==> src/logic/rst_seq_map.svh <==
`ifndef RST_SEQ_MAP_SVH
`define RST_SEQ_MAP_SVH

// Reference clock rate and timing figures
`define CLK_FREQ_HZ 50000000
`define REJECT_US 5
`define FULL_RESET_US 9
`define RELEASE_MS 5
`define BLANK_MAX_MS 120
`define REJECT_CYC ((`REJECT_US * `CLK_FREQ_HZ + 999999) / 1000000)
`define FULL_RESET_CYC ((`FULL_RESET_US * `CLK_FREQ_HZ + 999999) / 1000000)
// Divide first so the product stays inside a 32-bit integer
`define RELEASE_CYC (`RELEASE_MS * (`CLK_FREQ_HZ / 1000))
`define BLANK_MAX_CYC (`BLANK_MAX_MS * (`CLK_FREQ_HZ / 1000))
`define NVM_WORDS 8
`define NVM_LOAD_CYC 64

`endif

==> src/logic/rst_seq_pkg.sv <==
package rst_seq_pkg;

    typedef enum logic [2:0] {
        ST_RUN = 3'b000,
        ST_ASSERT = 3'b001,
        ST_BLANKING = 3'b011,
        ST_HOLD = 3'b010,
        ST_RELEASE = 3'b110
    } seq_state_t;

    typedef struct packed {
        logic blank;
        logic defaults_load;
        logic nvm_load;
        logic cmd_ready;
        logic wake_ready;
    } seq_status_t;

endpackage

==> src/logic/display_hw_reset_sequencer.sv <==
`timescale 1ns/1ps
`default_nettype none
`include "rst_seq_map.svh"
module display_hw_reset_sequencer
    import rst_seq_pkg::*;
#(
    parameter int REJECT_CYC = `REJECT_CYC,
    parameter int FULL_RESET_CYC = `FULL_RESET_CYC,
    parameter int RELEASE_CYC = `RELEASE_CYC,
    parameter int BLANK_MAX_CYC = `BLANK_MAX_CYC,
    parameter int BLANK_SEQ_CYC = `BLANK_MAX_CYC / 2,
    parameter int NVM_WORDS = `NVM_WORDS,
    parameter int NVM_LOAD_CYC = `NVM_LOAD_CYC,
    parameter int DW = 8
) (
    input wire logic REF_CLK_I,
    input wire logic RESET_I,
    input wire logic HW_RESET_N_I,
    input wire logic SLEEP_OUT_I,
    input wire logic [DW-1:0] NVM_DATA_I,
    output logic [$clog2(NVM_WORDS)-1:0] NVM_ADDR_O,
    output logic NVM_RD_O,
    output logic [DW-1:0] SETTING_DATA_O,
    output logic [$clog2(NVM_WORDS)-1:0] SETTING_ADDR_O,
    output logic SETTING_WE_O,
    output logic IN_RESET_O,
    output seq_status_t STATUS_O
);
    localparam int AW = $clog2(NVM_WORDS);
    localparam int CW = 24;

    seq_state_t state_r;
    seq_state_t state_nxt;
    logic [CW-1:0] cnt_r;
    logic [CW-1:0] wake_cnt_r;
    logic [CW-1:0] low_len_r;
    logic filt_low;
    logic filt_start;
    logic was_awake_r;
    logic blank_done_r;
    logic nvm_busy_r;
    logic nvm_done_r;
    logic [AW:0] nvm_idx_r;
    logic cmd_ready_r;
    logic wake_ready_r;
    logic blank_r;
    logic defaults_r;
    logic rd_pend_r;

    pulse_filter #(
        .REJECT_CYC(REJECT_CYC),
        .CW(CW)
    ) u_filter (
        .clk_i(REF_CLK_I),
        .rst_i(RESET_I),
        .line_n_i(HW_RESET_N_I),
        .low_o(filt_low),
        .started_o(filt_start)
    );

    // Length of the filtered low; a pulse between the two thresholds still
    // starts a reset, and one past the full threshold completes it as well.
    always_ff @(posedge REF_CLK_I) begin
        if (RESET_I || filt_start) begin
            low_len_r <= CW'(REJECT_CYC);
        end else if (filt_low && low_len_r < CW'(FULL_RESET_CYC)) begin
            low_len_r <= low_len_r + 1'b1;
        end
    end

    always_comb begin
        state_nxt = state_r;
        case (state_r)
            ST_RUN: begin
                if (filt_start) begin
                    state_nxt = was_awake_r ? ST_BLANKING : ST_HOLD;
                end
            end
            ST_BLANKING: begin
                if (blank_done_r && !filt_low) begin
                    state_nxt = ST_RELEASE;
                end else if (blank_done_r) begin
                    state_nxt = ST_HOLD;
                end
            end
            ST_HOLD: begin
                if (!filt_low) begin
                    state_nxt = ST_RELEASE;
                end
            end
            ST_RELEASE: begin
                if (filt_start) begin
                    state_nxt = ST_HOLD;
                end else if (wake_cnt_r >= CW'(RELEASE_CYC - 1) && nvm_done_r) begin
                    state_nxt = ST_RUN;
                end
            end
            default: begin
                state_nxt = ST_HOLD;
            end
        endcase
    end

    // Chip reset puts the sequencer into a held reset so a power-up reload runs
    always_ff @(posedge REF_CLK_I) begin
        if (RESET_I) begin
            state_r <= ST_HOLD;
        end else begin
            state_r <= state_nxt;
        end
    end

    // Sleep state captured while running decides the blanking path
    always_ff @(posedge REF_CLK_I) begin
        if (RESET_I) begin
            was_awake_r <= 1'b0;
        end else if (state_r == ST_RUN) begin
            was_awake_r <= SLEEP_OUT_I;
        end else if (state_r == ST_RELEASE) begin
            was_awake_r <= 1'b0;
        end
    end

    // Blanking sequence timer, never past its maximum
    always_ff @(posedge REF_CLK_I) begin
        if (RESET_I || state_r != ST_BLANKING) begin
            cnt_r <= '0;
            blank_done_r <= 1'b0;
        end else if (cnt_r >= CW'(BLANK_SEQ_CYC - 1) || cnt_r >= CW'(BLANK_MAX_CYC - 1)) begin
            blank_done_r <= 1'b1;
        end else begin
            cnt_r <= cnt_r + 1'b1;
        end
    end

    // One shared counter times both the release interval and the wake interval
    always_ff @(posedge REF_CLK_I) begin
        if (RESET_I || state_r == ST_HOLD || state_r == ST_BLANKING) begin
            wake_cnt_r <= '0;
            wake_ready_r <= 1'b0;
        end else if (wake_cnt_r >= CW'(BLANK_MAX_CYC - 1)) begin
            wake_ready_r <= 1'b1;
        end else begin
            wake_cnt_r <= wake_cnt_r + 1'b1;
        end
    end

    // NVM reload: one read per word, each written to the setting registers
    always_ff @(posedge REF_CLK_I) begin
        if (RESET_I || state_r == ST_HOLD || state_r == ST_BLANKING) begin
            nvm_idx_r <= '0;
            nvm_busy_r <= 1'b0;
            nvm_done_r <= 1'b0;
            rd_pend_r <= 1'b0;
        end else if (state_r == ST_RELEASE && !nvm_done_r) begin
            nvm_busy_r <= 1'b1;
            rd_pend_r <= nvm_busy_r && !rd_pend_r;
            if (rd_pend_r) begin
                if (nvm_idx_r == (AW+1)'(NVM_WORDS - 1)) begin
                    nvm_done_r <= 1'b1;
                    nvm_busy_r <= 1'b0;
                end else begin
                    nvm_idx_r <= nvm_idx_r + 1'b1;
                end
            end
        end
    end

    always_ff @(posedge REF_CLK_I) begin
        if (RESET_I) begin
            SETTING_WE_O <= 1'b0;
            SETTING_DATA_O <= '0;
            SETTING_ADDR_O <= '0;
        end else begin
            SETTING_WE_O <= rd_pend_r && state_r == ST_RELEASE && !nvm_done_r;
            SETTING_DATA_O <= NVM_DATA_I;
            SETTING_ADDR_O <= nvm_idx_r[AW-1:0];
        end
    end

    // Display blank and command gate
    always_ff @(posedge REF_CLK_I) begin
        if (RESET_I) begin
            blank_r <= 1'b1;
            defaults_r <= 1'b1;
            cmd_ready_r <= 1'b0;
        end else begin
            blank_r <= state_nxt != ST_RUN;
            defaults_r <= state_nxt == ST_HOLD || state_nxt == ST_BLANKING;
            cmd_ready_r <= state_nxt == ST_RUN;
        end
    end

    assign NVM_ADDR_O = nvm_idx_r[AW-1:0];
    assign NVM_RD_O = nvm_busy_r && !rd_pend_r && !nvm_done_r;
    assign IN_RESET_O = state_r != ST_RUN;
    assign STATUS_O = '{
        blank: blank_r,
        defaults_load: defaults_r,
        nvm_load: nvm_busy_r,
        cmd_ready: cmd_ready_r,
        wake_ready: wake_ready_r && cmd_ready_r
    };
endmodule
`default_nettype wire

==> src/logic/pulse_filter.sv <==
`timescale 1ns/1ps
`default_nettype none
// Low-pulse filter: reports a reset start once the line stays low long
// enough; highs shorter than the rejection time are ignored only once that start is reported.
module pulse_filter #(
    parameter int REJECT_CYC = 250,
    parameter int CW = 16
) (
    input wire logic clk_i,
    input wire logic rst_i,
    input wire logic line_n_i,
    output logic low_o,
    output logic started_o
);
    logic [CW-1:0] low_cnt_r;
    logic [CW-1:0] high_cnt_r;
    logic low_r;

    always_ff @(posedge clk_i) begin
        if (rst_i) begin
            low_cnt_r <= '0;
        end else if (line_n_i) begin
            // Also cleared on the filtered release, so the next pulse counts from zero
            if (!low_r || high_cnt_r == CW'(REJECT_CYC - 1)) begin
                low_cnt_r <= '0;
            end
        end else if (low_cnt_r < CW'(REJECT_CYC)) begin
            low_cnt_r <= low_cnt_r + 1'b1;
        end
    end

    always_ff @(posedge clk_i) begin
        if (rst_i) begin
            high_cnt_r <= '0;
        end else if (!line_n_i) begin
            high_cnt_r <= '0;
        end else if (high_cnt_r < CW'(REJECT_CYC)) begin
            high_cnt_r <= high_cnt_r + 1'b1;
        end
    end

    // Low filtered level: entered after a long low, left after a long high
    always_ff @(posedge clk_i) begin
        if (rst_i) begin
            low_r <= 1'b0;
        end else if (!low_r && !line_n_i && low_cnt_r == CW'(REJECT_CYC - 1)) begin
            low_r <= 1'b1;
        end else if (low_r && line_n_i && high_cnt_r == CW'(REJECT_CYC - 1)) begin
            low_r <= 1'b0;
        end
    end

    assign low_o = low_r;
    assign started_o = !low_r && !line_n_i && low_cnt_r == CW'(REJECT_CYC - 1);
endmodule
`default_nettype wire

==> config.mk <==
export PLATFORM = sky130hd
export DESIGN_NAME = display_hw_reset_sequencer
export DESIGN_NICKNAME = d
export VERILOG_FILES = /design/src/logic/rst_seq_pkg.sv /design/src/logic/display_hw_reset_sequencer.sv /design/src/logic/pulse_filter.sv
export VERILOG_INCLUDE_DIRS = /design/src /design/src/logic
export SDC_FILE = /design/constraint.sdc
export NUM_CORES = 1
export LEC_CHECK = 0
export BUFFER_PORTS_ARGS = -buffer_cell sky130_fd_sc_hd__buf_2
export CAP_MARGIN = 20
export CORE_MARGIN = 1.5
export CORE_UTILIZATION = 30
export DETAILED_ROUTE_END_ITERATION = 16
export HOLD_SLACK_MARGIN = 0.02
export PLACE_DENSITY = 0.49
export SLEW_MARGIN = 20
export SYNTH_ARGS = -nofsm -noshare
export SYNTH_HDL_FRONTEND = slang
export SYNTH_SLANG_ARGS = --single-unit
==> constraint.sdc <==
create_clock -name REF_CLK_I -period 3.4 [get_ports REF_CLK_I]
set_input_delay 0.17 -clock REF_CLK_I [delete_from_list [all_inputs] [get_ports REF_CLK_I]]
set_output_delay 0.17 -clock REF_CLK_I [all_outputs]
set_load 0.05 [all_outputs]
-- Yosys cells after proc, flatten, opt, wreduce, memory -nomap -nowiden
Cells that the tools add are included.
- output and inout bits: 22
- flip-flop bits (word level): 125
- input bits: 12
- logic and storage cells: 92
- order comparisons: 6
- bitwise logic cells: 2
- reduce and logical (&&, ||, !) cells: 33
- multiplexer cells: 17
- add/subtract/negate cells: 5
- eq/ne operators: 10
- operators with widths (cell ; count):
    $add 24x1->24 const B ; 4
    $mux 24 ; 3
    $eq 24x8->1 const B ; 2
    $ge 24x23->1 const B ; 2
    $lt 24x8->1 const B ; 2
    $ge 24x18->1 const B ; 1
    $ge 24x22->1 const B ; 1
    $mux 3 ; 6
    $eq 3x2->1 const B ; 4
    $logic_and 1x1->1 ; 12
    $pmux 3 s4 ; 1
    $mux 1 ; 7
    $logic_not 3->1 ; 2
    $logic_or 1x1->1 ; 6
    $reduce_and 3->1 ; 2
    $reduce_bool 2->1 ; 3
    $reduce_bool 3->1 ; 2
    $add 4x1->4 const B ; 1
    $eq 4x3->1 const B ; 1
    $logic_not 1->1 ; 4
    $eq 3x3->1 const B ; 1
    $ne 3x2->1 const B ; 1
    $ne 2x1->1 const B ; 1
    $not 1->1 ; 2
    other kinds (2) ; 2

-- Logic depth before layout (Yosys ltp)
Gate-level depths: netlist of the first run.
- depth in word-level cells: 7
- mapped depth: 9
- mapped depth without buffers: 7

-- By module
A second synthesis of the first run with hierarchy kept.
- cells, all modules: 593
- area, all modules: 5506.5 µm²
- by module, submodules not included (module ; cells each ; instances ; seq. area each (µm²) ; area each (µm²)):
    display_hw_reset_sequencer ; 403 ; 1 ; 1521.5 ; 3564.7
    pulse_filter ; 190 ; 1 ; 980.9 ; 1941.9

-- Least setup slack after synthesis of the first run
Ideal clock, no wire load.
- kind: reg2reg
- start point: register cnt_r[12]
- end point: register cnt_r[10]
- arrival: 1981 ps
- setup time: 62 ps
- stages on the path, launching flop included: 7
- setup slack: 1357 ps
- data required time: 3338 ps
- period minus slack after synthesis: 2043 ps
- path buffers: 0
- path through: dfxtp_1 or4_4 a31oi_2 o21ai_2 nor3_4 or4b_1 nand2_1
- longest elaborated chain between the ends: 2
- elaborated cells on any way between the ends: 3
- classes of those cells: order compare: 2; reduce/logical: 1
- RTL lines (item ; line ; RTL):
    from (decl) ; display_hw_reset_sequencer.sv:34 ; logic [CW-1:0] cnt_r;
    from (signal assigned) ; display_hw_reset_sequencer.sv:132 ; cnt_r <= cnt_r + 1'b1;
    $ge 24x22->1 or $ge 24x23->1 (tied branches) ; display_hw_reset_sequencer.sv:129 ; end else if (cnt_r >= CW'(BLANK_SEQ_CYC - 1) || cnt_r >= CW'(BLANK_MAX_CYC - 1)) begin
    $logic_or 1x1->1 * ; display_hw_reset_sequencer.sv:129 ;
Every way passes the cells marked *; elsewhere a longest branch is shown, timed or not.
A chain may end at the register's enable or synchronous reset.

-- Final worst setup path of the first run
- start point: register cnt_r[12]
- end point: register cnt_r[15]
- longest elaborated chain between the ends: 2
- elaborated cells on any way between the ends: 4
- classes of those cells: add/sub: 1; order compare: 2; reduce/logical: 1
- RTL lines (item ; line):
    $ge 24x22->1 or $ge 24x23->1 (tied branches) ; display_hw_reset_sequencer.sv:129
    $logic_or 1x1->1 ; display_hw_reset_sequencer.sv:129
Parallel ways exist; a longest one is shown, timed or not.

==> key figures, run 1 <==
Global route
  • Antenna violations before repair: 0
  • First-pass GRT wire length: about 19000 um
  • Total grt overflow: 0
  • Met1 Use GR: about 17%
  • Vias in the first global route: 4039
  • GRT Util Overall: between 10% and 20%
  • Busiest grt layer: met2
  • Met2 Use GR: 20.4%
  • Met3 Use GR: under 10%
  • Largest net degree at the start of global routing: 33

Floorplan
  • Die area: 18500 sq um
  • Starting Density: a little under a third
  • # rows: 48
  • Chip width: 136 um
  • I/O pin count: 34
  • DIE HEIGHT: approximately 140 um
  • Area of the core: 17300 sq um

Synthesis
  • Main combinational cell family by area after synthesis: simple AND/OR/NAND/NOR gates
  • FF+latch count, synth: between 100 and 150
  • Synth area leader: dfxtp_1
  • Post-synthesis xor/xnor area fraction: under 10%
  • Synthesized cell area: roughly 5300 sq um
  • Main flop type after synthesis: dfxtp_1
  • Top cells by area, synth: dfxtp_1, nor2_1, xnor2_1
  • Synth cell types: 60
  • Post-Syn Nets: 612
  • Mean post-synth cell area: around 8.9 sq um
  • Syn Inst Count: between 500 and 600
  • Number of flops mapped to enable cells by yosys: 0
  • Synth warn: 0
  • Simple-gate share of the synthesized area: 31.5%
  • Mux contribution to synthesized area: 0.756%
  • Fraction of registers with async set/reset: 0%
  • Sequential area share after synthesis: between 40% and 50%
  • Post-synthesis compound-gate area fraction: 9.94%
  • Yosys top cell area share: between 40% and 50%
  • Post-Synth Adder-Cell Area: 1.65%

Power
  • Seq pwr share: a little over two fifths
  • Net Sw Frac: between 20% and 30%
  • Combinational share of power: about 2.9%
  • Internal: 2.77 mW
  • Psw: approximately 0.76 mW
  • Total power per unit cell area: between 500 and 600 nW/um^2
  • Share of total power in the clock network: a little under three fifths
  • VDD IR max: ~0.38 mV
  • Static Leak: approximately 2.3 nW

Placed design
  • Detailed Place HPWL: a little under 8000 um
  • Gpl congestion: 0.805
  • PortBufs: 33

Critical path
  • Data arrival, critical path: between 2 and 3 ns
  • Cells on worst reg2reg path: 6
  • Crit Path Category: reg -> reg
  • Crit Path Max Fanout: 15
  • Reg2reg end: cnt_r[15]
  • Worst setup SP type: flip-flop
  • Crit path capture: cnt_r[15]
  • Crit. Startpoint: cnt_r[12]
  • Worst setup EP type: flip-flop
  • Critical R2R Launch: cnt_r[12]
  • Setup slack, reg-to-reg: about 1.0 ns
  • CP required: approximately 3.8 ns

Detailed routing
  • Final wirelength: around 11000 um
  • First-pass detailed-route iteration total: 4
  • Vias/cell: 4.93
  • WL/cell: 13.3 um
  • DRC viols: 0
  • DRT iter0 DRCs: roughly 220
  • DRT antenna net count: 0
  • Via count: about 4300

Clock network
  • H-tree levels: 4
  • Clock Latency Late Sink: ~0.43 ns
  • CTS Buf Count: 17
  • Clk buf depth: 2
  • CTS tree: yes
  • CTS sink cnt: roughly 130
  • CTS clock-pin slew for the worst setup and hold paths: 0.06 ns
  • CTS Root Cell: clkbuf_16

Timing
  • Worst relative slew slack: slightly above 40%
  • Max-slew violations: 0
  • Max Fclk: 425 MHz
  • Final count of negative-setup-slack endpoints: 0
  • Fin crit period: ~2.4 ns
  • Fin. Hold Viols: 0
  • Unrepaired setup endpoints after global routing: no
  • Setup TNS: 0 ns
  • Worst Skew: roughly 0.014 ns
  • Final hold slack: roughly 0.040 ns
  • Period utilization: between 60% and 70%
  • Worst slew pin tran: between 0.8 and 0.9 ns

Run status
  • Status: finished, final reports clean

Finish
  • # diodes: 0
  • Total Nets Final: around 650
  • Area growth syn-to-layout: 19.9%
  • Layout cells sized above 1: roughly an eighth

Hold path
  • Hold Crit Class: in -> reg

Flow run
  • Maxcap violations: 0
[state kept, by name, indices dropped and copies added (netlist names)]
register             count
SETTING_ADDR_O           3
u_filter.high_cnt_r     24
defaults_r               1
SETTING_WE_O             1
u_filter.low_o           1
blank_done_r             1
u_filter.low_cnt_r      24
state_r                  3
rd_pend_r                1
nvm_done_r               1
cmd_ready_r              1
nvm_busy_r               1
wake_cnt_r              24
SETTING_DATA_O           8
cnt_r                   24
blank_r                  1
wake_ready_r             1
was_awake_r              1
nvm_idx_r                4
[power by group through the flow]
stage	Sequential [mW]	Clock [mW]	Combinational [mW]
floorplan	1.53	0	0.0535
global placement	1.52	0	0.0959
detailed placement	1.52	0	0.0970
CTS	1.48	1.99	0.104
global route	1.48	2.07	0.115
finish	1.48	1.95	0.103
[through the flow]
| step | setup slack, ns | power [mW] | instance area [sq um] | std cells | utilization [%] |
|---|---|---|---|---|---|
| after floorplan | 1.36 | 1.59 | 5300 | 593 | - |
| after global placement | 1.10 | 1.61 | 5630 | 825 | 32.6 |
| after detailed placement | 1.04 | 1.61 | 5630 | 825 | 32.6 |
| after CTS | 1.04 | 3.58 | 6350 | 865 | 36.7 |
| after global routing | 0.899 | 3.66 | 6350 | 865 | 36.7 |
| final | 1.05 | 3.53 | 6350 | 865 | 36.7 |
[Yosys cell counts (14+ instances only)]
cell,count
a21oi_1,22
and2_1,34
nor2b_1,14
nand2_1,44
xnor2_1,27
nand4_1,16
clkbuf_1,18
nand3_1,21
nor4_1,16
dfxtp_1,125
nor2_1,75
nor3_1,27
[worst min path at each step]
stage / from / to / slack (ns) / depth (start not counted)
2_1_floorplan: NVM_DATA_I[0] / SETTING_DATA_O[0] / 0.30 / 1
6_report: SLEEP_OUT_I / was_awake_r / 0.04 / 3
5_1_grt: SLEEP_OUT_I / was_awake_r / 0.03 / 3
3_5_place_dp: NVM_DATA_I[1] / SETTING_DATA_O[1] / 0.39 / 2
3_3_place_gp: NVM_DATA_I[1] / SETTING_DATA_O[1] / 0.39 / 2
4_1_cts: SLEEP_OUT_I / was_awake_r / 0.03 / 3
[worst max-delay path: stages (launching register included)]
cell and delay, ns:
dfxtp_1 0.36, or4_4 0.52, a31oi_2 0.20, o21a_2 0.19, nand2_1 0.27, or4_1 0.59, a21oi_1 0.15
[cell type report]
cell class | count | area [sq um]
Tap cell | 225 | 282
Sequential cell | 125 | 2500
Inverter | 8 | 30.0
Timing Repair Buffer | 44 | 268
Multi-Input combinational cell | 431 | 2630
Fill cell | 1754 | 10900
Clock buffer | 19 | 453
Clock inverter | 13 | 190
[per-layer routing]
layer	up-vias	share of wire, %
met5	-	0
met4	0	1.0
met3	10	5.0
met2	83	44
met1	1995	50
li1	2173	-
[what timing repair did]
action | CTS | global route
gates resized for setup | 0 | 0
endpoints found under the hold margin | 8 | 0
hold buffers | 8 | 0
buffers inserted | 0 | 0
[logic make-up after synthesis]
kind of cell	count (synthesis)
AO/OA/AOI/OAI	74
XOR/XNOR	35
adder cells (fa/ha/maj)	7
buffers and inverters	37
flip-flops	125
multiplexers	4
AND/OR/NAND/NOR	311
[cells in the final DEF (no fill, tap or decap), types with 5 or more instances in the layout]
cell           count
nor2b_1           14
clkbuf_16         17
and4_1             8
nor3_1            27
or4_1              9
a21oi_1           22
or3_1             11
xnor2_1           27
a31oi_1            5
nand4_1           16
dlygate4sd3_1      8
nor4_1            16
inv_1              8
clkinvlp_4         7
xor2_1             8
nor2_1            75
and3_1             9
a31o_2             5
ha_1               7
nand3b_1           7
nand2_1           44
nand3_1           21
and2_1            34
dfxtp_1          125
o21a_1             5
buf_2             33
o21ai_0            9
nand2b_1           7
Note: power is estimated with default switching activity, not from simulation.
==> inputs of run 2 (changes only) <==
--- a/config.mk
+++ b/config.mk
@@ -6,6 +6,7 @@
 export SDC_FILE = /design/constraint.sdc
 export NUM_CORES = 1
 export LEC_CHECK = 0
+export ABC_AREA = 1
 export BUFFER_PORTS_ARGS = -buffer_cell sky130_fd_sc_hd__buf_2
 export CAP_MARGIN = 20
 export CORE_MARGIN = 1.5
==> constraint.sdc (replaced) <==
create_clock -name REF_CLK_I -period 2.3 [get_ports REF_CLK_I]
set_input_delay 0.115 -clock REF_CLK_I [delete_from_list [all_inputs] [get_ports REF_CLK_I]]
set_output_delay 0.115 -clock REF_CLK_I [all_outputs]
set_load 0.05 [all_outputs]
==> run 2 against run 1 <==
- combinational power increased by 51%
- synthesized cell count increased by 50%
- power increased by 50%
- clock skew decreased by 0.0015 ns
- cell count increased by 40%
- design area increased by 14%
- fmax increased by 18%
- global-route usage increased by 0.36 points
- critical endpoint is now wake_cnt_r[11]
- largest power group unchanged
==> key figures, run 2 <==
Run status
  • Status: finished, final reports clean

Synthesis
  • Mean post-synth cell area: 6.87 sq um (-23%)
  • Main flop type after synthesis: dfxtp_1
  • Top cells by count, synth: nand2_1, nor2_1, dfxtp_1, inv_1, a21oi_1
  • Yosys top cell area share: 41.0% (-6.2 points)
  • Synth cell types: 36 (-40%)
  • Sequential area share after synthesis: 41.0% (-6.2 points)
  • Count leader, synth: nand2_1
  • FF+latch count, synth: 125 (unchanged)
  • Synthesized cell area: 6100 sq um (+15%)
  • Number of flops mapped to enable cells by yosys: 0 (unchanged)
  • Fraction of registers with async set/reset: 0% (unchanged)
  • Top cells by area, synth: dfxtp_1, nand2_1, nor2_1
  • Syn Inst Count: 888 (+50%)
  • Synth area leader: dfxtp_1
  • Synth warn: 0 (unchanged)
  • Post-Syn Nets: 907 (+48%)

Critical path
  • Setup slack, reg-to-reg: 0.31 ns (-0.73 ns)
  • Worst setup SP type: flip-flop
  • Reg2reg end: wake_cnt_r[11]
  • Cells on worst reg2reg path: 10 (+4)
  • Crit Path Max Fanout: 14 (-1)
  • Crit Path Category: reg -> reg
  • CP required: 2.65 ns (-1.10 ns)
  • Critical R2R Launch: wake_cnt_r[0]
  • Crit. Startpoint: wake_cnt_r[0]
  • Data arrival, critical path: 2.33 ns (-0.37 ns)
  • Worst setup EP type: flip-flop

Floorplan
  • Die area: 21200 sq um (+15%)
  • I/O pin count: 34 (unchanged)
  • Chip width: 146 um (+7.1%)
  • Starting Density: 30.9% (+0.29 points)
  • # rows: 51 (+6.3%)
  • DIE HEIGHT: 146 um (+7.1%)
  • Area of the core: 19700 sq um (+14%)

Detailed routing
  • Vias/cell: 4.39 (-11%)
  • Via count: 5306 (+25%)
  • DRC viols: 0 (unchanged)
  • DRT iter0 DRCs: 277 (+29%)
  • WL/cell: 11.4 um (-14%)
  • Final wirelength: 13700 um (+19%)
  • DRT antenna net count: 0 (unchanged)
  • First-pass detailed-route iteration total: 4 (unchanged)

Timing
  • Setup TNS: 0 ns (unchanged)
  • Max Fclk: 504 MHz (+18%)
  • Max-slew violations: 0 (unchanged)
  • Worst slew pin tran: 0.473 ns (-0.410 ns)
  • Worst relative slew slack: 68.4% (+27 points)
  • Period utilization: 86.3% (+17 points)
  • Final count of negative-setup-slack endpoints: 0 (unchanged)
  • Fin. Hold Viols: 0 (unchanged)
  • Worst Skew: 0.0120 ns (-0.00152 ns)
  • Fin crit period: 1.99 ns (-0.367 ns)
  • Worst setup margin: 0.315 ns (-0.733 ns)
  • Unrepaired setup endpoints after global routing: no

Finish
  • Layout cells sized above 1: 11.8% (-1.5 points)
  • Area growth syn-to-layout: 18.3%
  • FF+latch area: 2500 sq um (unchanged)
  • Most frequent cells in the layout: nand2_1, nor2_1, dfxtp_1
  • Multi-input gate area: 3010 sq um (+14%)
  • Layout fillers: 2131 (+21%)
  • # diodes: 0 (unchanged)
  • Total Nets Final: 949 (+47%)
  • Commonest non-fill, non-tap cell in the layout: nand2_1

Clock network
  • CTS clock-pin slew for the worst setup and hold paths: 0.06 ns (about the same)
  • CTS Root Cell: clkbuf_16
  • H-tree levels: 4 (unchanged)
  • Post_cts resized: 0 (unchanged)
  • CTS Buf Count: 17 (unchanged)
  • Setup repair bufs after CTS: 0 (unchanged)
  • CTS sink cnt: 125 (unchanged)
  • Clk buf depth: 2 (unchanged)
  • Clock Latency Late Sink: 0.42 ns (about the same)
  • CTS tree: yes
  • CTS Hold Bufs: 9 (+1)

Global route
  • Largest net degree at the start of global routing: 28 (-15%)
  • First-pass GRT wire length: 23800 um (+23%)
  • Vias in the first global route: 5011 (+24%)
  • Total grt overflow: 0 (unchanged)
  • GRT Util Overall: 13.7% (+0.36 points)
  • Antenna violations before repair: 0 (unchanged)

Hold path
  • Worst Hold End: SETTING_DATA_O[7]
  • Hold path startpoint: RESET_I
  • Hold depth: 2 (-1)
  • Hold Crit Class: in -> reg

Power
  • Total power per unit cell area: 736 nW/um^2 (+32%)
  • VDD IR max: 0.301 mV (-20%)
  • Static Leak: 2.75 nW (+18%)

Placed design
  • Detailed Place HPWL: 9770 um (+26%)
  • Pre-CTS WS: 0.315 ns (-0.725 ns)
  • PortBufs: 33 (unchanged)
  • Gpl congestion: 0.845 (+5.0%)

Flow run
  • Maxcap violations: 0 (unchanged)
[run 2: cell count changes in the layout (fill, tap and decap cells not counted), sizes merged, moves of 27 or more]
cell / delta
and2: -34
inv: +96
nand3: +27
a21oi: +42
nor2: +93
nand2: +201
[run 2: through the flow]
stage	hold slack [ns]	utilization [%]	instance area, sq um	total power, mW	cells
after floorplan	0.222	-	6100	2.35	888
after detailed placement	0.322	32.9	6480	2.39	1167
after global routing	0.118	36.6	7220	5.50	1208
after CTS	0.0976	36.6	7220	5.39	1208
final	0.112	36.6	7220	5.31	1208
after global placement	0.315	32.9	6480	2.39	1167
[run 2: cell type report]
class	instances	area share [%]
clock inverter	11	2.60
sequential	125	34.7
timing repair buffer	52	4.58
multi-input combinational	629	41.7
inverter	105	5.46
tap	265	4.60
clock buffer	21	6.38
[run 2: cells by family after synthesis]
group                      synth area share [%]
AOI/OAI and AO/OA                          8.56
xor gates and xnor gates                   5.31
adders and majority gates                  1.44
buffers and inverters                      9.60
DFF                                        41.0
and+or+nand+nor                            34.0
[run 2: report_power, final]
group | internal [mW] | switching [mW]
sequential | 2.18 | 0.0112
combinational | 0.0475 | 0.109
clock | 1.98 | 0.984
total | 4.21 | 1.10
[run 2: worst max-delay path by stage]
stage | to | slack, ns | cells past startpoint
final | wake_cnt_r[11] | 0.31 | 10
after global routing | wake_cnt_r[6] | 0.08 | 10
after CTS | wake_cnt_r[11] | 0.29 | 10
after detailed placement | wake_cnt_r[15] | 0.32 | 10
after global placement | wake_cnt_r[10] | 0.39 | 10
after floorplan | wake_cnt_r[5] | 0.61 | 11
[run 2: worst max-delay path, stage by stage (launching register included)]
cell	delay [ns]
dfxtp_1	0.42
ha_1	0.32
nand3_4	0.14
nor2_4	0.17
nand2_2	0.07
nand2_2	0.06
nand3_2	0.08
nand3_4	0.19
buf_4	0.24
nand2_1	0.08
a21oi_2	0.13
[run 2: routing by layer]
layer  GRT usage [%]  part of all wire, %  vias up
met1            17.7                   50     2377
met5               0                    0        -
li1                -                    -     2855
met4            5.41                  1.8        0
met3            3.07                  2.6       21
met2            22.0                   45       53
